## config.mk

```make
export PLATFORM = sky130hd
export DESIGN_NAME = latrap
export DESIGN_NICKNAME = d
export VERILOG_FILES = /design/src/hw/latrap_pkg.sv /design/src/hw/latrap.sv
export VERILOG_INCLUDE_DIRS = /design/src /design/src/hw
export SDC_FILE = /design/constraint.sdc
export NUM_CORES = 1
export LEC_CHECK = 0
export ABC_AREA = 1
export BUFFER_PORTS_ARGS = -buffer_cell sky130_fd_sc_hd__buf_4
export CAP_MARGIN = 20
export CORE_MARGIN = 4
export CORE_UTILIZATION = 30
export DETAILED_ROUTE_END_ITERATION = 10
export GPL_ROUTABILITY_DRIVEN = 0
export HOLD_SLACK_MARGIN = 0.08
export PLACE_DENSITY_LB_ADDON = 0.08
export SETUP_SLACK_MARGIN = 0.5
export SLEW_MARGIN = 20
export SYNTH_ARGS = -nofsm -noshare
export SYNTH_HDL_FRONTEND = slang
export SYNTH_SLANG_ARGS = --single-unit
```

## constraint.sdc

```tcl
create_clock -name mclk -period 2.1 [get_ports mclk]
set_input_delay 0.21 -clock mclk [delete_from_list [all_inputs] [get_ports mclk]]
set_output_delay 0.21 -clock mclk [all_outputs]
set_load 0.01 [all_outputs]
```

## src/hw/latrap_map.svh

```systemverilog
// Register map, field positions and reset values of the audio I/O trap unit.
// Assumes 32-bit APB access, one register per aligned word.
`ifndef LATRAP_MAP_SVH
`define LATRAP_MAP_SVH
`define LAT_OFS_STATUS   8'h14
`define LAT_OFS_ENABLE   8'h18
`define LAT_OFS_IRQ_ST   8'h1c
`define LAT_OFS_IRQ_CLR  8'h20
`define LAT_OFS_IRQ_EN   8'h24
`define LAT_ENABLE_RST   16'h0000
`define LAT_ENABLE_MASK  16'h0fff
`define LAT_B_FASTWR     11
`define LAT_B_HIDMA      8
`define LAT_B_LODMA      7
`define LAT_B_HIMPU      6
`define LAT_B_LOMPU      5
`define LAT_B_FASTRD     4
`define LAT_B_SYNTH      3
`define LAT_B_SNDCARD    2
`define LAT_B_ST_FAST    13
`define LAT_B_ST_DMA     12
`define LAT_B_ST_MPU     11
`define LAT_B_ST_SND     10
`define LAT_IRQ_W        3
`endif

```

## src/hw/latrap_pkg.sv

```systemverilog
// Types shared by the audio I/O trap unit.
// Assumes the map header defines offsets and field positions.
package latrap_pkg;
  // One legacy I/O cycle as issued by the host processor
  typedef struct packed {
    logic       valid;
    logic       write;
    logic [9:0] addr;
    logic [7:0] data;
  } latrap_io_t;
  // The unit's own answer to a cycle that it claims
  typedef struct packed {
    logic       claim;
    logic [7:0] rdata;
  } latrap_rsp_t;
endpackage : latrap_pkg

```

## src/hw/latrap.sv

```systemverilog
// Legacy audio I/O trap unit with APB register access.
// Assumes io cycles come from logic on mclk, one cycle per valid pulse.
//
// Register access over APB was left to the implementer.
`timescale 1ns/1ps
`default_nettype none
`include "latrap_map.svh"

// Functional notes
// - DMA trap hit sets read-to-clear status
// - MIDI_PORT_UNIT traps set status, gated by bits six, five
// - Sound/synth trap: bit10, or bit13 when fast write
// - Sound card trap needs enable bit two
// - Capture ten-bit address of trapped access
// - Enable register resets zero; reserved written zero
// - Fast write answers listed ports; even ports set no trap status, only the fast write event
// - Fast read field returned on emulated reads
// - High DMA enable traps C0h-DFh into bit12
// - Low DMA enable traps 00h-0Fh
// - High MIDI_PORT_UNIT enable traps 330h-331h
// - All trap status rolls up to interrupt output
// - Even fast write sets no trap status; odd sets bit13
// - Low MIDI_PORT_UNIT enable traps 300h-301h
// - Synth enable traps 388h-38Bh
// - Two-bit select picks sound card window
module latrap
  import latrap_pkg::*;
(
  input  wire logic        mclk,
  input  wire logic        rst_b,
  input  wire logic        psel,
  input  wire logic        penable,
  input  wire logic        pwrite,
  input  wire logic [7:0]  paddr,
  input  wire logic [31:0] pwdata,
  output logic             pready,
  output logic             pslverr,
  output logic [31:0]      prdata,
  input  wire latrap_io_t  io_cyc,
  output latrap_rsp_t      io_rsp,
  output logic             system_mgmt_interrupt,
  output logic             trap_pulse,
  output logic             irq
);

  // Inclusive port range test
  function automatic logic in_rng(input logic [9:0] a, input logic [9:0] lo,
                                  input logic [9:0] hi);
    in_rng = (a >= lo) && (a <= hi);
  endfunction : in_rng

  // Sound card window base from the two-bit select
  function automatic logic [9:0] snd_base(input logic [1:0] sel);
    snd_base = 10'h220 + {4'h0, sel, 4'h0} + {4'h0, sel, 4'h0};
  endfunction : snd_base

  logic [15:0]          enable_reg, enable_next;
  logic [31:0]          status_reg, status_next;
  logic [31:0]          prdata_reg, prdata_next;
  logic                 trap_reg, trap_next;
  logic [`LAT_IRQ_W-1:0] ist_reg, ist_next;
  logic [`LAT_IRQ_W-1:0] ien_reg, ien_next;

  logic       setup, access, wr_acc, rd_acc, mapped;
  logic [9:0] a;
  logic [9:0] sb;
  logic       hit_dma, hit_mpu, hit_snd, hit_syn;
  logic       fwr_port, frd_port, fast_wr, fast_rd, odd, trap_ev;

  // APB phases; the slave never waits
  assign setup  = psel && !penable;
  assign access = psel && penable;
  assign wr_acc = access && pwrite;
  assign rd_acc = access && !pwrite;
  assign mapped = (paddr == `LAT_OFS_STATUS) || (paddr == `LAT_OFS_ENABLE) ||
                  (paddr == `LAT_OFS_IRQ_ST) || (paddr == `LAT_OFS_IRQ_CLR) ||
                  (paddr == `LAT_OFS_IRQ_EN);
  assign pready  = 1'b1;
  assign pslverr = access && !mapped;
  assign prdata  = prdata_reg;

  // Address decode of the current I/O cycle, all in one cycle
  assign a  = io_cyc.addr;
  assign sb = snd_base(enable_reg[1:0]);
  always_comb
  begin
    hit_dma = (enable_reg[`LAT_B_HIDMA] && in_rng(a, 10'h0c0, 10'h0df)) ||
              (enable_reg[`LAT_B_LODMA] && in_rng(a, 10'h000, 10'h00f));
    hit_mpu = (enable_reg[`LAT_B_HIMPU] && in_rng(a, 10'h330, 10'h331)) ||
              (enable_reg[`LAT_B_LOMPU] && in_rng(a, 10'h300, 10'h301));
    hit_snd = enable_reg[`LAT_B_SNDCARD] && in_rng(a, sb, sb + 10'h00f);
    hit_syn = enable_reg[`LAT_B_SYNTH] && in_rng(a, 10'h388, 10'h38b);
    fwr_port = (a == 10'h388) || (a == 10'h38a) || (a == 10'h38b) ||
               (a == sb) || (a == sb + 10'h002) || (a == sb + 10'h008);
    frd_port = in_rng(a, 10'h388, 10'h38b) || in_rng(a, sb, sb + 10'h003) ||
               (a == sb + 10'h008) || (a == sb + 10'h009);
  end

  // Fast paths take over the cycle; an even fast write raises no trap or trap status
  assign fast_wr = io_cyc.valid && io_cyc.write && enable_reg[`LAT_B_FASTWR] &&
                   fwr_port;
  assign fast_rd = io_cyc.valid && !io_cyc.write && enable_reg[`LAT_B_FASTRD] &&
                   frd_port;
  assign odd     = a[0];
  assign trap_ev = io_cyc.valid && !fast_rd && !(fast_wr && !odd) &&
                   (hit_dma || hit_mpu || hit_snd || hit_syn || fast_wr);

  // The unit answers fast cycles itself; reads carry the fast read bits
  assign io_rsp.claim = fast_wr || fast_rd;
  assign io_rsp.rdata = fast_rd ? {6'h00, enable_reg[10:9]} : 8'h00;

  // Register next state: events set, software reads and writes clear
  always_comb
  begin
    enable_next = enable_reg;
    status_next = status_reg;
    ist_next    = ist_reg;
    ien_next    = ien_reg;
    prdata_next = prdata_reg;
    trap_next   = trap_ev;
    // Read data is latched in the setup phase so prdata comes from a flop
    if (setup && !pwrite)
    begin
      case (paddr)
        `LAT_OFS_STATUS: prdata_next = status_reg;
        `LAT_OFS_ENABLE: prdata_next = {16'h0000, enable_reg};
        `LAT_OFS_IRQ_ST: prdata_next = {{(32-`LAT_IRQ_W){1'b0}}, ist_reg};
        `LAT_OFS_IRQ_EN: prdata_next = {{(32-`LAT_IRQ_W){1'b0}}, ien_reg};
        default:         prdata_next = 32'h0000_0000;
      endcase
    end
    // Read-to-clear drops only the bits that were actually reported
    if (rd_acc && paddr == `LAT_OFS_STATUS)
      status_next[13:10] = status_reg[13:10] & ~prdata_reg[13:10];
    if (wr_acc && paddr == `LAT_OFS_ENABLE)
      enable_next = pwdata[15:0] & `LAT_ENABLE_MASK;
    if (wr_acc && paddr == `LAT_OFS_IRQ_EN)
      ien_next = pwdata[`LAT_IRQ_W-1:0];
    if (wr_acc && paddr == `LAT_OFS_IRQ_CLR)
      ist_next = ist_reg & ~pwdata[`LAT_IRQ_W-1:0];
    // Capture of the trapped cycle; a set after the clear above wins
    if (trap_ev)
    begin
      status_next[9:0] = a;
      status_next[14]  = io_cyc.write;
      if (hit_dma)
        status_next[`LAT_B_ST_DMA] = 1'b1;
      if (hit_mpu)
        status_next[`LAT_B_ST_MPU] = 1'b1;
      if (fast_wr)
        status_next[`LAT_B_ST_FAST] = 1'b1;
      else if (hit_snd || hit_syn)
      begin
        if (enable_reg[`LAT_B_FASTWR])
          status_next[`LAT_B_ST_FAST] = 1'b1;
        else
          status_next[`LAT_B_ST_SND] = 1'b1;
      end
      if (io_cyc.write && !fast_wr)
        status_next[23:16] = io_cyc.data;
    end
    // Fast write data and A1 are kept whether or not it interrupts
    if (fast_wr)
    begin
      status_next[15] = a[1];
      if (odd)
        status_next[23:16] = io_cyc.data;
      else
        status_next[31:24] = io_cyc.data;
    end
    // Sticky interrupt events: trap, fast write, fast read
    ist_next = ist_next | {fast_rd, fast_wr, trap_ev};
  end

  // Registers only
  always_ff @(posedge mclk or negedge rst_b)
  begin
    if (!rst_b)
    begin
      enable_reg <= `LAT_ENABLE_RST;
      status_reg <= 32'h0000_0000;
      prdata_reg <= 32'h0000_0000;
      trap_reg   <= 1'b0;
      ist_reg    <= '0;
      ien_reg    <= '0;
    end
    else
    begin
      enable_reg <= enable_next;
      status_reg <= status_next;
      prdata_reg <= prdata_next;
      trap_reg   <= trap_next;
      ist_reg    <= ist_next;
      ien_reg    <= ien_next;
    end
  end

  // Any third-level trap status rolls up into the interrupt level
  assign system_mgmt_interrupt = |status_reg[13:10];
  assign trap_pulse            = trap_reg;
  assign irq                   = |(ist_reg & ien_reg);
endmodule : latrap
`default_nettype wire

```

* Word-level counts from Yosys, hierarchy flattened
Cells that the tools add are included.
** Storage, ports and cells
- Flip-flop bits (word level) :: 83
- Latch bits :: 0
- RAM bits :: 0
- ROM bits :: 0
- Bits of input ports :: 65
- Logic and storage cells :: 130
- Memories kept :: 0
** Cells by class
- Add/subtract/negate cells :: 7
- $mul :: 0
- Div/mod/pow operators :: 0
- $lt $le $gt $ge :: 13
- Equal/unequal tests :: 12
- Shift operators :: 0
- Mux-type cells :: 17
- Bitwise gates (word level) :: 7
- Reduce and logical (&&, ||, !) cells :: 65
** Operators by type and width (number)
- case mux 32 bit (4 select lines) :: 1
- == test 10 bit :: 4
- logical AND 1 bit :: 34
- adder 10 x 4 -> 10 bit (second input constant) :: 3
- == test 10 bit (second input constant) :: 3
- greater-or-equal comparator 10 bit (second input constant) :: 3
- <= comparator 10 bit (second input constant) :: 3
- == test 8 x 5 -> 1 bit (second input constant) :: 3
- 2-to-1 mux 8 bit :: 3
- adder 10 x 2 -> 10 bit (second input constant) :: 2
- <= comparator 10 bit :: 2
- logical OR 1 bit :: 20
- == test 8 x 6 -> 1 bit (second input constant) :: 2
- 2-to-1 mux 14 bit :: 1
- adder 10 x 6 -> 10 bit :: 1
- adder 10 x 6 -> 10 bit (first input constant) :: 1
- greater-or-equal comparator 10 x 1 -> 1 bit (second input constant) :: 1
- greater-or-equal comparator 10 bit :: 1
- greater-or-equal comparator 10 x 8 -> 1 bit (second input constant) :: 1
- <= comparator 10 x 4 -> 1 bit (second input constant) :: 1
- <= comparator 10 x 8 -> 1 bit (second input constant) :: 1
- 2-to-1 mux 9 bit :: 1
- zero test 1 bit :: 8
- 2-to-1 mux 1 bit :: 8
- other kinds (12) :: 13

* Logic depth before layout (Yosys ltp)
Gate-level depths: netlist of run 1.
- Word-level depth :: 16
- Mapped depth :: 17
- Mapped depth without buffers :: 17

* Least setup slack after synthesis of run 1
OpenSTA, ideal clock, no wires.
- Path type :: flip-flop to flip-flop
- Start point :: register enable_reg[0]
- End point :: register status_reg[11]
- Data arrival time :: 2064 ps
- Path slack :: -89 ps
- Stages on the path, launching flop included :: 16
- Path buffers :: 1
- Clock period less this slack :: 2189 ps
- Cell sequence :: dfrtp_1 -> ha_1 -> inv_1 -> ha_1 -> nand2_1 -> nor2_2 -> nand2_1 -> nand2_1 -> nand2_1 -> nand3_1 -> nand2_2 -> nor2_4 -> nor2_4 -> nand2_4 -> buf_6 -> o21ai_1
** On the way
- Cells in the longest elaborated chain, start to end :: 14
- Elaborated cells on any way between the ends :: 35
** Ends and longest elaborated chain
- start, declared :: RTL line latrap.sv:57 : logic [15:0] enable_reg, enable_next;
- start signal, assigned :: RTL line latrap.sv:180 : enable_reg <= `LAT_ENABLE_RST;
- start signal, assigned :: RTL line latrap.sv:189 : enable_reg <= enable_next;
- adder 10 x 6 -> 10 bit :: RTL line latrap.sv:54 : snd_base = 10'h220 + {4'h0, sel, 4'h0} + {4'h0, sel, 4'h0};
- adder 10 x 6 -> 10 bit (*) :: RTL line latrap.sv:54
- adder 10 x 2 -> 10 bit :: RTL line latrap.sv:95 : frd_port = in_rng(a, 10'h388, 10'h38b) || in_rng(a, sb, sb + 10'h003) ||
- <= comparator 10 bit :: RTL line latrap.sv:49 : in_rng = (a >= lo) && (a <= hi);
- logical AND 1 bit :: RTL line latrap.sv:49
- logical OR 1 bit (2 in a row) :: RTL line latrap.sv:95
- logical OR 1 bit :: RTL line latrap.sv:96 : (a == sb + 10'h008) || (a == sb + 10'h009);
- logical AND 1 bit :: RTL line latrap.sv:102 : assign fast_rd = io_cyc.valid && !io_cyc.write && enable_reg[`LAT_B_FASTRD] &&
- zero test 1 bit :: RTL line latrap.sv:105 : assign trap_ev = io_cyc.valid && !fast_rd && !(fast_wr && !odd) &&
- logical AND 1 bit (2 in a row) :: RTL line latrap.sv:105
- logical AND 1 bit (*) :: RTL line latrap.sv:105
- 2-to-1 mux 14 bit (*) :: RTL line latrap.sv:142 : if (trap_ev)
- via status_next[11] :: RTL line latrap.sv:58 : logic [31:0] status_reg, status_next;
- end signal, assigned :: RTL line latrap.sv:190 : status_reg <= status_next;
- end, declared :: RTL line latrap.sv:58
The timed path passes the listed nets; every way through them passes the cells marked *.
A chain may end at the register's enable or synchronous reset.

==> results.txt, run 1 <==
Among all stages on the critical path, the largest delay is contributed by sky130_fd_sc_hd__dfrtp_1. Power spread over the standard cell area amounts to 630 nW/µm². In this run the most critical hold path is launched from pwdata[7].

The hold-critical path depth came out at 2. The logs give 2 for the maximum clock insertion buffer count and 6130 µm for the detailed-routed wire length on met2. Across the run, the number of max-cap violations was 0. The peak ir drop on the vdd network is 0.000284 V, and the max-slew violation count is 0. The area growth from synthesis to layout is 42.5%. The number of antenna-violating nets in the routed design came out at 0. TritonCTS built the clock tree.

In the layout the commonest cells are sky130_fd_sc_hd__nand2_1 (107), sky130_fd_sc_hd__buf_4 (99), sky130_fd_sc_hd__dfrtp_1 (83). Total leakage power: 0.00300 µW. In the routed layout, each cell is associated on average with a via count of 4.62. The first global-routing pass estimated 19700 µm of wire. Counting the buffers created by CTS gives 9. The total length of routed wires was 11800 µm; the number of antenna violations at the first check in global routing was 0. The cell area reported after detailed placement was 5010 µm²; the sequential share of the synthesized area was 0.510. The worst hold path terminates at enable_reg[7].

The final instance area came out at 5810 µm². The run gives 0.100 as the combinational share of power. At the worst endpoint, the arrival time is 2220 ps. Leaving out fill and tap cells, the most frequent cell in the layout is sky130_fd_sc_hd__nand2_1. The tools report the overall routing resource usage as 0.160. After the first detailed-routing iteration, the DRC count stood at 174. From bottom edge to top edge, the die measures 125 µm. In the final design database the tool counted 676 nets. The share of power burned in registers came out at 0.464. The final reports fail on setup timing.

Clock tree skew after final layout: 5.64 ps. The initial standard-cell utilization of the core is 0.307. Dividing the synthesized area by the synthesized cell count gives 8.28 µm².

The run gives 3660 µW as the final total power. After detailed routing, the number of remaining DRC violations is 0. Dividing the detail-routed wire length by the instance count gives 15.0 µm. The data required time at the worst endpoint was 1890 ps; the pin count of the biggest net entering global routing was 71. Family with the most delay on the worst path: simple AND/OR/NAND/NOR gates. The tools report the utilization after layout as 0.437. For the count of TritonRoute iterations in the first routing pass, the log shows 5. The highest metal layer used by the detailed router was met4. The reg-to-reg endpoint is status_reg[1]. Global routing finished with a remaining overflow of 0. The worst path needs 2430 ps of the cycle, external delays included. Synthesis produced a netlist whose cell count is 492.

Setup violations remaining at the end of the flow were counted as 36. The share of power burned in the clock network came out at 0.436. The mapped netlist covers 4080 µm². The run gives 340 ps as the clock insertion delay at the later pin of the skew report. The analysis attributes to net switching a power of 891 µW.

The run gives 786 as the post-route non-filler standard cell count. The tools report the number of vias in the routed layout as 3630. Class of the tightest hold or removal check: primary input to flop.

The sequential cells in the finished layout cover a total of 2080 µm². The HPWL after detailed placement is 8680 µm. After detailed placement, the design holds a cell count of 755. The cell occurring most often along the worst timing path is sky130_fd_sc_hd__nand2_1. Number of buffers added on ports: 83.

The final period utilization was 1.16; the via count of the first global-routing pass was 3851. The worst setup path is captured at an output pin. For the core outline area, the log shows 13300 µm². Static timing analysis puts the maximum clock frequency at 411 MHz. During synthesis, Yosys emitted a total of 0 warnings.

The clock sink count was 83; the maximum level of the CTS H-tree was 3. The largest single stage delay on the critical path is 380 ps. Setup repair after global routing could not meet its margin everywhere. The switching power as a share of total power works out to 0.244. The setup check on the worst reg-to-reg path leaves a slack of -320 ps. The die covers 15500 µm². The setup slack after layout was -335 ps; the maximum net fanout on the critical path was 4. Counting cells, the worst reg-to-reg path comes to 18.

The number of storage elements in the synthesis netlist works out to 83. Summing all multi-input logic gate instances after layout gives 1960 µm². In this run the count of I/O pins placed on the die edge is 111. For the internal power, the log shows 2770 µW. Fraction of final layout cells with drive strength greater than 1: 0.361. From left edge to right edge, the die measures 125 µm.

The flow ran to the end, but the final reports show violations. For the number of fill cells, the log shows 1385. The CTS root buffer is sky130_fd_sc_hd__clkbuf_16. The tools report the number of failing hold endpoints at the final stage as 0. In this run the core area contains 42 standard-cell rows.

The signal on the critical path passes through ha_1 > inv_2 > ha_4 > nand2_4 > nor2_4 > nand2_2 > nand3_2 > nand2_1 > nand2_1 > nand2_1 > nand2_2 > buf_6 > nand2_1 > buf_4. Wire segments on met3 add up to 480 µm in the final route. The type of the worst setup path is flop to output pin. For the routed length on met1, the log shows 5080 µm.

In this run the critical register-to-register path is launched from enable_reg[0]. After clock tree synthesis, the clock-pin slew on the worst setup and hold paths is 60 ps. After synthesis, the netlist uses 33 different library cells. The number of buffers and inverters on the critical path is 3. The number of antenna cells inserted was 0.

The tools report the launching element type of the critical path as a flop.
synth_stat cells (all sizes together):
library cell / count / area share
nand2: 147 / 0.14
dfrtp: 83 / 0.51
o21ai: 57 / 0.078
inv: 50 / 0.046
nand3: 36 / 0.050
nor2: 36 / 0.038
buf: 14 / 0.027
a21oi: 12 / 0.015
clkbuf: 11 / 0.010
nand4: 10 / 0.015
o31ai: 8 / 0.015
ha: 5 / 0.015
nor3: 5 / 0.0086
a21o: 4 / 0.0074
mux2: 4 / 0.011
o22ai: 4 / 0.0061
conb: 2 / 0.0018
clkinv: 1 / 0.00092
nor4: 1 / 0.0015
or2: 1 / 0.0015
or3: 1 / 0.0015
per-stage QoR:
stage	worst slack [ps]	hold slack, ps	setup TNS, ps
after detailed placement	-218	77.6	-5500
after global routing	-448	81.0	-12960
after CTS	-324	81.3	-7990
after global placement	-195	76.2	-5130
after floorplan	-79.3	-85.6	-1520
final	-335	93.6	-8450
layout make-up:
class,count,share of cell area
Clock buffer,12,0.0425
Clock inverter,3,0.00819
Inverter,51,0.0330
Multi-Input combinational cell,340,0.338
Sequential cell,83,0.358
Tap cell,176,0.0379
Timing Repair Buffer,121,0.183
power groups by stage:
stage	clock [µW]	sequential, µW	combinational (µW)
finish	1600	1700	365
global route	1720	1700	409
CTS	1650	1690	346
detailed placement	0	1720	317
global placement	0	1720	314
floorplan	0	1710	154
worst max path at each step:
stage                       start              to  depth (start not counted)  slack [ps]
floorplan           enable_reg[0]  status_reg[11]                         14         -80
global placement    enable_reg[1]  status_reg[22]                         16        -190
detailed placement  enable_reg[1]  status_reg[22]                         16        -220
CTS                 enable_reg[1]       io_rsp[8]                         14        -320
global route        enable_reg[0]       io_rsp[0]                         13        -450
finish              enable_reg[0]       io_rsp[8]                         14        -330
what timing repair did:
item	in CTS	in global routing
hold buffers	1	0
setup endpoints to repair	40	40
setup buffers	9	1
endpoints found under the hold margin	80	0
cloned	5	0
resized for setup	50	50
pin swaps	8	13
cell families (layout without fill, tap and decap cells):
group                      after synthesis  count (layout)  share of synthesized area
AOI/OAI and AO/OA                       85              85                      0.121
adders and majority gates                5               5                     0.0154
buffers and inverters                   76             187                     0.0841
DFF                                     83              83                      0.510
muxes                                    4               4                     0.0111
other                                    2               7                    0.00184
and+or+nand+nor                        237             239                      0.257
worst register-to-register path, stage by stage, from the launching register on:
cell                      delay (ps)
sky130_fd_sc_hd__dfrtp_1         380
sky130_fd_sc_hd__ha_1            290
sky130_fd_sc_hd__inv_2            50
sky130_fd_sc_hd__ha_4            270
sky130_fd_sc_hd__nand2_4          50
sky130_fd_sc_hd__nor2_4          130
sky130_fd_sc_hd__nand2_2          60
sky130_fd_sc_hd__nand3_2          60
sky130_fd_sc_hd__nand2_1          50
sky130_fd_sc_hd__nand2_1          50
sky130_fd_sc_hd__nand2_1          60
sky130_fd_sc_hd__nand2_2          80
sky130_fd_sc_hd__buf_6           100
sky130_fd_sc_hd__nand2_4          40
sky130_fd_sc_hd__nor2_4          210
sky130_fd_sc_hd__nand2_4         150
sky130_fd_sc_hd__buf_12          180
sky130_fd_sc_hd__nand2_4          50
sky130_fd_sc_hd__o21ai_2          50
per-layer routing:
layer	vias up	global-route usage
li1	1822	-
met1	1713	0.191
met2	83	0.281
met3	12	0.0407
met4	0	0.0490
met5	-	0
Power figures use the tool's default switching activity.
==> inputs of run 2 (changes only) <==
--- a/config.mk
+++ b/config.mk
@@ -13,7 +13,6 @@
 export CORE_UTILIZATION = 30
 export DETAILED_ROUTE_END_ITERATION = 10
 export GPL_ROUTABILITY_DRIVEN = 0
-export HOLD_SLACK_MARGIN = 0.08
 export PLACE_DENSITY_LB_ADDON = 0.08
 export SETUP_SLACK_MARGIN = 0.5
 export SLEW_MARGIN = 20
==> constraint.sdc (replaced) <==
create_clock -name mclk -period 2.1 [get_ports mclk]
set_input_delay 0.42 -clock mclk [delete_from_list [all_inputs] [get_ports mclk]]
set_output_delay 0.42 -clock mclk [all_outputs]
set_load 0.01 [all_outputs]
==> results.txt, run 2 (synthesis gave the netlist of run 1 again) <==
The run finished, with violations left. The final reports fail on setup timing. The worst setup path is launched from a flop.

The post-layout net count was 703 (+4.0%). TritonCTS built the clock tree. The tools report the clock buffer count from CTS as 9 (unchanged).

The total of endpoints with negative setup slack in the final report was 36 (unchanged); the max-slew violation count was 0 (unchanged). The number of antenna violations at the first check in global routing came out at 0 (unchanged). Setup repair after global routing could not meet its margin everywhere. The startpoint of the most critical hold path is pwdata[8]. The total power divided by cell area works out to 590 nW/µm² (-6.4%). The slew at the pin closest to its max-slew limit was 528 ps.

For the number of antenna-violating nets in the routed design, the log shows 0 (unchanged). The library cells used most frequently in the layout, excluding fill and tap cells, are sky130_fd_sc_hd__nand2_1 (117), sky130_fd_sc_hd__buf_4 (113), sky130_fd_sc_hd__dfrtp_1 (83). Via count of the first global-routing pass: 3834 (-0.44%).

The critical path is of the flop to output pin type. The clock transition at the register clock pins on the worst setup and hold paths after CTS was 60 ps (about the same). The run gives -358 ps (-139 ps) as the pre-CTS setup slack. Class of the tightest hold or removal check: primary input to flop. The run gives 0 (unchanged) as the max capacitance violation total. The maximum level of the CTS H-tree is 3 (unchanged). The run gives 376 MHz (-8.4%) as the fmax. The startpoint identified for the worst register-to-register timing path is enable_reg[0].

The tools report the pin count of the biggest net entering global routing as 43 (-39%). The average detailed-routed wire length per instance was 15.3 µm (+1.5%); the setup slack after layout was -559 ps (-224 ps). Die boundary height: 125 µm (unchanged).

The data arrival time of the worst path is 2240 ps (+20 ps), and the count of TritonRoute iterations in the first routing pass is 4 (-1). The core outline area is 13300 µm² (unchanged), and the number of cells after detailed placement is 769 (+1.9%). The run gives 8660 µm (-0.24%) as the half-perimeter wire length after detailed placement. For the clock tree skew after final layout, the log shows 10.6 ps (+4.97 ps). The I/O pin count was 111 (unchanged); the average via count per standard cell was 4.63 (+0.26%).

Final period utilization: 1.27 (+0.107). The critical path goes through ha_4 > inv_4 > ha_4 > nand2_2 > nor2_2 > nand2_1 > o21ai_1 > inv_1 > nand2_1 > nand2_2 > buf_12 > nor2_4 > buf_6. The peak ir drop on the vdd network was 0.000390 V (+37%); the clock sink count was 83 (unchanged).

The data required time at the worst endpoint is 1680 ps (-210 ps), and the number of antenna cells inserted is 0 (unchanged). The clock insertion delay at the later pin of the skew report is 350 ps (about the same), and the horizontal die dimension is 125 µm (unchanged). The fraction of final layout cells with drive strength greater than 1 was 0.384 (+0.0234). Element type at the critical path end: an output pin. The total length of routed wires came out at 12400 µm (+5.2%). The peak per-stage delay on the critical path is 410 ps (+30 ps), and the maximum clock insertion buffer count is 2 (unchanged). The accumulated negative setup slack is -15000 ps (-6550 ps), and the number of buffers added on ports is 83 (unchanged). The number of core rows came out at 42 (unchanged).

The tree is rooted in a sky130_fd_sc_hd__clkbuf_16. For the number of failing hold endpoints at the final stage, the log shows 0 (unchanged). The initial standard-cell utilization of the core came out at 0.307 (unchanged). The count of unresolved DRC violations after routing was 0 (unchanged); the total die area was 15500 µm² (unchanged).

The post-route non-filler standard cell count is 814 (+3.6%). The run gives 19800 µm (+0.56%) as the global-route wire length before repair. The worst max-slew margin expressed relative to the limit was 0.646. The critical path starts at enable_reg[0]. The overall routing resource usage was 0.161 (+0.00139); the number of DRC violations after detailed-routing iteration 0 was 202 (+16%). Leaving out fill and tap cells, the most frequent cell in the layout is sky130_fd_sc_hd__nand2_1. The maximum net fanout on the critical path came out at 3 (-1). For this design, the slowest cell found on the critical path is sky130_fd_sc_hd__dfrtp_1. The minimum clock period after layout is 2660 ps (+224 ps), and the number of vias in the routed layout is 3769 (+3.8%). Compared with the post-synthesis result, the final layout area differs by 50.4%. The tools report the remaining global-route overflow as 0 (unchanged). The tools report the total leakage power as 0.00312 µW (+4.1%).
-- run 2: layout make-up --
type | count | area, µm²
clock buffer | 13 | 260
clock inverter | 3 | 22.5
fill | 1328 | 7160
inverter | 51 | 196
multi-input combinational | 343 | 2080
sequential | 83 | 2080
tap | 176 | 220
timing repair buffer | 145 | 1270
-- run 2: worst max-delay path, delay by kind of cell (launching register included) --
kind	cells	cell delay, ps
fa+ha+maj	2	550
flops	1	410
buf+inv	4	340
simple gates	6	470
compound gates	1	130
-- run 2: worst paths after layout --
check | to | slack, ps | cells after the start
setup / recovery | io_rsp[0] | -560 | 13
hold / removal | enable_reg[8] | 300 | 2
setup reg to reg | status_reg[7] | -540 | 20
hold reg to reg | status_reg[19] | 470 | 2
max in group asynchronous | prdata[25] | 1020 | 3
min in group asynchronous | status_reg[17] | 500 | 2
-- run 2: repair_timing --
action	4_1_cts	5_1_grt
hold buffers	1	0
setup buffers	14	7
resized for setup	53	56
gates cloned	4	3
endpoints found under the hold margin	20	0
setup endpoints to repair	49	51
pin swaps	17	15
-- run 2: report_power, final --
group	total, µW	internal (µW)	switching [µW]	leakage (µW)
Sequential	1690	1650	33.3	0.00109
Clock	1520	867	655	0.000128
Combinational	405	177	228	0.00190
-- run 2: through the flow --
stage	total power, µW	util	cell area, µm²	hold slack (ps)
after global placement	2050	0.390	5180	332
after detailed placement	2060	0.390	5180	333
after global routing	3780	0.461	6130	284
after floorplan	1870	-	4180	124
final	3610	0.461	6130	299
after CTS	3630	0.440	5850	288
-- run 2: per-layer routing --
layer,GRT usage,vias up,part of all wire
li1,-,1881,-
met1,0.195,1787,0.43
met2,0.279,83,0.51
met3,0.0429,18,0.048
met4,0.0516,0,0.017
met5,0,-,0
==> inputs of run 3 (changes only) <==
--- a/config.mk
+++ b/config.mk
@@ -7,12 +7,13 @@
 export NUM_CORES = 1
 export LEC_CHECK = 0
 export ABC_AREA = 1
-export BUFFER_PORTS_ARGS = -buffer_cell sky130_fd_sc_hd__buf_4
+export BUFFER_PORTS_ARGS = -buffer_cell sky130_fd_sc_hd__buf_2
 export CAP_MARGIN = 20
 export CORE_MARGIN = 4
 export CORE_UTILIZATION = 30
 export DETAILED_ROUTE_END_ITERATION = 10
 export GPL_ROUTABILITY_DRIVEN = 0
+export MAX_ROUTING_LAYER = met4
 export PLACE_DENSITY_LB_ADDON = 0.08
 export SETUP_SLACK_MARGIN = 0.5
 export SLEW_MARGIN = 20
==> constraint.sdc (replaced) <==
create_clock -name mclk -period 2.36 [get_ports mclk]
set_input_delay 0.472 -clock mclk [delete_from_list [all_inputs] [get_ports mclk]]
set_output_delay 0.472 -clock mclk [all_outputs]
set_load 0.01 [all_outputs]
==> results.txt, run 3 (synthesis gave the netlist of run 1 again) <==
The tools report the number of failing hold endpoints at the final stage as 0 (unchanged). For this run, the top clock speed supported by timing is 378 MHz. The logs give 1348 (+1.5%) for the number of fill cells and 42 (unchanged) for the number of core rows.

Clock transition at the register clock pins on the worst setup and hold paths after CTS: 60 ps (about the same). Total leakage power: 0.00298 µW (-4.6%). The run gives 28 (-22%) as the total of endpoints with negative setup slack in the final report. The average detailed-routed wire length per instance is 14.5 µm (-5.0%), and the clock buffer count from CTS is 9 (unchanged). The setup slack after layout came out at -285 ps (+274 ps). The final period utilization works out to 1.12. The flow ran to the end, but the final reports show violations. The die boundary height is 125 µm (unchanged). The run gives 2 (unchanged) as the maximum clock insertion buffer count. The number of antenna cells inserted is 0 (unchanged), and the max-slew violation count is 0 (unchanged).

Initial standard-cell utilization of the core: 0.307 (unchanged). The area added between synthesis and finish is 38.6%. The number of buffers added on ports is 83 (unchanged), and the footprint of the multi-input gates is 1910 µm² (-8.3%). The I/O pin count is 111 (unchanged), and the peak ir drop on the vdd network is 0.000263 V (-33%). The tools report the number of antenna-violating nets in the routed design as 0 (unchanged).

The tools report the clock tree skew after final layout as 5.78 ps (-4.83 ps). The tightest min-delay check is of the primary input to flop type. The tools report the clock insertion delay at the later pin of the skew report as 340 ps (about the same). The pin count of the biggest net entering global routing was 73 (+70%); the via count of the first global-routing pass was 3783 (-1.3%). The minimum clock period after layout is 2640 ps. Register area: 2080 µm² (unchanged). The tools report the pre-CTS setup slack as -139 ps (+219 ps). The setup path with the least slack is of type flop to output pin. The total length of routed wires is 11700 µm (-6.2%), and the horizontal die dimension is 125 µm (unchanged).

The worst setup path is captured at an output pin. The tools report the core outline area as 13300 µm² (unchanged). Leaving out fill and tap cells, the most frequent cell in the layout is sky130_fd_sc_hd__nand2_1. The logs give 0.161 (-0.000530) for the overall routing resource usage and 3190 µW (-12%) for the final total power. The library cells used most frequently in the layout, excluding fill and tap cells, are sky130_fd_sc_hd__nand2_1 (126), sky130_fd_sc_hd__dfrtp_1 (83), sky130_fd_sc_hd__buf_2 (77).

The count of unresolved DRC violations after routing is 0 (unchanged), and the clock sink count is 83 (unchanged). The final reports fail on setup timing. The total power divided by cell area is 565 nW/µm² (-4.2%), and the total die area is 15500 µm² (unchanged).

The data required time at the worst endpoint came out at 1890 ps (+210 ps). Fraction of final layout cells with drive strength greater than 1: 0.346 (-0.0385). Setup repair after global routing could not meet its margin everywhere.

The number of antenna violations at the first check in global routing is 0 (unchanged). TritonCTS built the clock tree. The tree is rooted in a sky130_fd_sc_hd__clkbuf_16. For the remaining global-route overflow, the log shows 0 (unchanged). The data arrival time of the worst path was 2170 ps (-70 ps); the average via count per standard cell was 4.59 (-0.77%). The run gives 163 (-19%) as the number of DRC violations after detailed-routing iteration 0.

The run gives 19300 µm (-2.4%) as the global-route wire length before repair. The max capacitance violation total was 0 (unchanged); the number of vias in the routed layout was 3694 (-2.0%). The run gives 8580 µm (-1.0%) as the half-perimeter wire length after detailed placement.

The maximum level of the CTS H-tree was 3 (unchanged). The worst setup path is launched from a flop. The run gives 4 (unchanged) as the count of TritonRoute iterations in the first routing pass.

For the post-layout net count, the log shows 693 (-1.4%). The maximum net fanout on the critical path is 5 (+2).
## run 3: changes by cell type in the layout (fill, tap and decap cells not counted), moves of 3 or more
cell and change:
sky130_fd_sc_hd__nand2_2 -3, sky130_fd_sc_hd__nand2_4 -6, sky130_fd_sc_hd__o21ai_2 -7, sky130_fd_sc_hd__nand2_8 -3, sky130_fd_sc_hd__buf_4 -66, sky130_fd_sc_hd__o21ai_0 +9
sky130_fd_sc_hd__buf_12 -3, sky130_fd_sc_hd__nand2_1 +9, sky130_fd_sc_hd__buf_2 +77, sky130_fd_sc_hd__buf_6 -15
## run 3: cell type report
| class | instances | share of cell area |
|---|---|---|
| sequential | 83 | 0.368 |
| inverter | 51 | 0.0343 |
| timing repair buffer | 139 | 0.170 |
| clock buffer | 12 | 0.0419 |
| clock inverter | 4 | 0.00908 |
| tap | 176 | 0.0390 |
| multi-input combinational | 339 | 0.338 |
## run 3: metrics by stage
step                      hold WS [ps]  cells  area (µm²)   util  TNS (ps)
after global placement             328    766        4900  0.369     -2200
after CTS                          339    796        5480  0.412     -6240
after floorplan                    176    497        4100      -         0
final                              356    804        5650  0.425     -5050
after global routing               338    804        5650  0.425    -10520
after detailed placement           329    766        4900  0.369     -2580
## run 3: repair_timing
action,CTS,global route
endpoints found under the setup margin,40,40
hold buffers,1,0
gates cloned,2,0
pin swaps,17,20
resized for setup,34,30
hold endpoints to repair,11,0
buffers inserted,11,8
## run 3: where the power goes
group          switching [µW]  total (µW)  internal [µW]
clock                     561        1380            821
combinational             189         311            122
sequential               27.1        1500           1470
total                     777        3190           2420
## run 3: path summary, 6_finish.rpt
kind,to,cells after the start,slack (ps),from
max,io_rsp[0],12,-280,enable_reg[0]
min,enable_reg[7],2,360,pwdata[7]
max reg2reg,status_reg[8],19,-230,enable_reg[0]
min reg2reg,prdata[18],2,470,prdata[18]
max in group asynchronous,status_reg[25],3,1200,rst_b
min in group asynchronous,prdata[17],2,520,rst_b
## run 3: routing by layer
layer  vias up  wire length [µm]  GRT usage
met2        81              5760      0.265
met5         -                 0          -
met4         0               205     0.0451
met3        16               485     0.0407
met1      1743              5200      0.196
li1       1854                 -          -
## run 3: critical path, cell delays in order (launching register included)
cell and delay, ps:
sky130_fd_sc_hd__dfrtp_1 390, sky130_fd_sc_hd__ha_1 290, sky130_fd_sc_hd__inv_2 50, sky130_fd_sc_hd__ha_4 280
sky130_fd_sc_hd__nand2_4 60, sky130_fd_sc_hd__nor2_4 120, sky130_fd_sc_hd__nand2_1 80, sky130_fd_sc_hd__inv_1 80
sky130_fd_sc_hd__nand2_1 60, sky130_fd_sc_hd__nand2_2 90, sky130_fd_sc_hd__nand2_4 100, sky130_fd_sc_hd__nor2_4 130
sky130_fd_sc_hd__buf_6 110
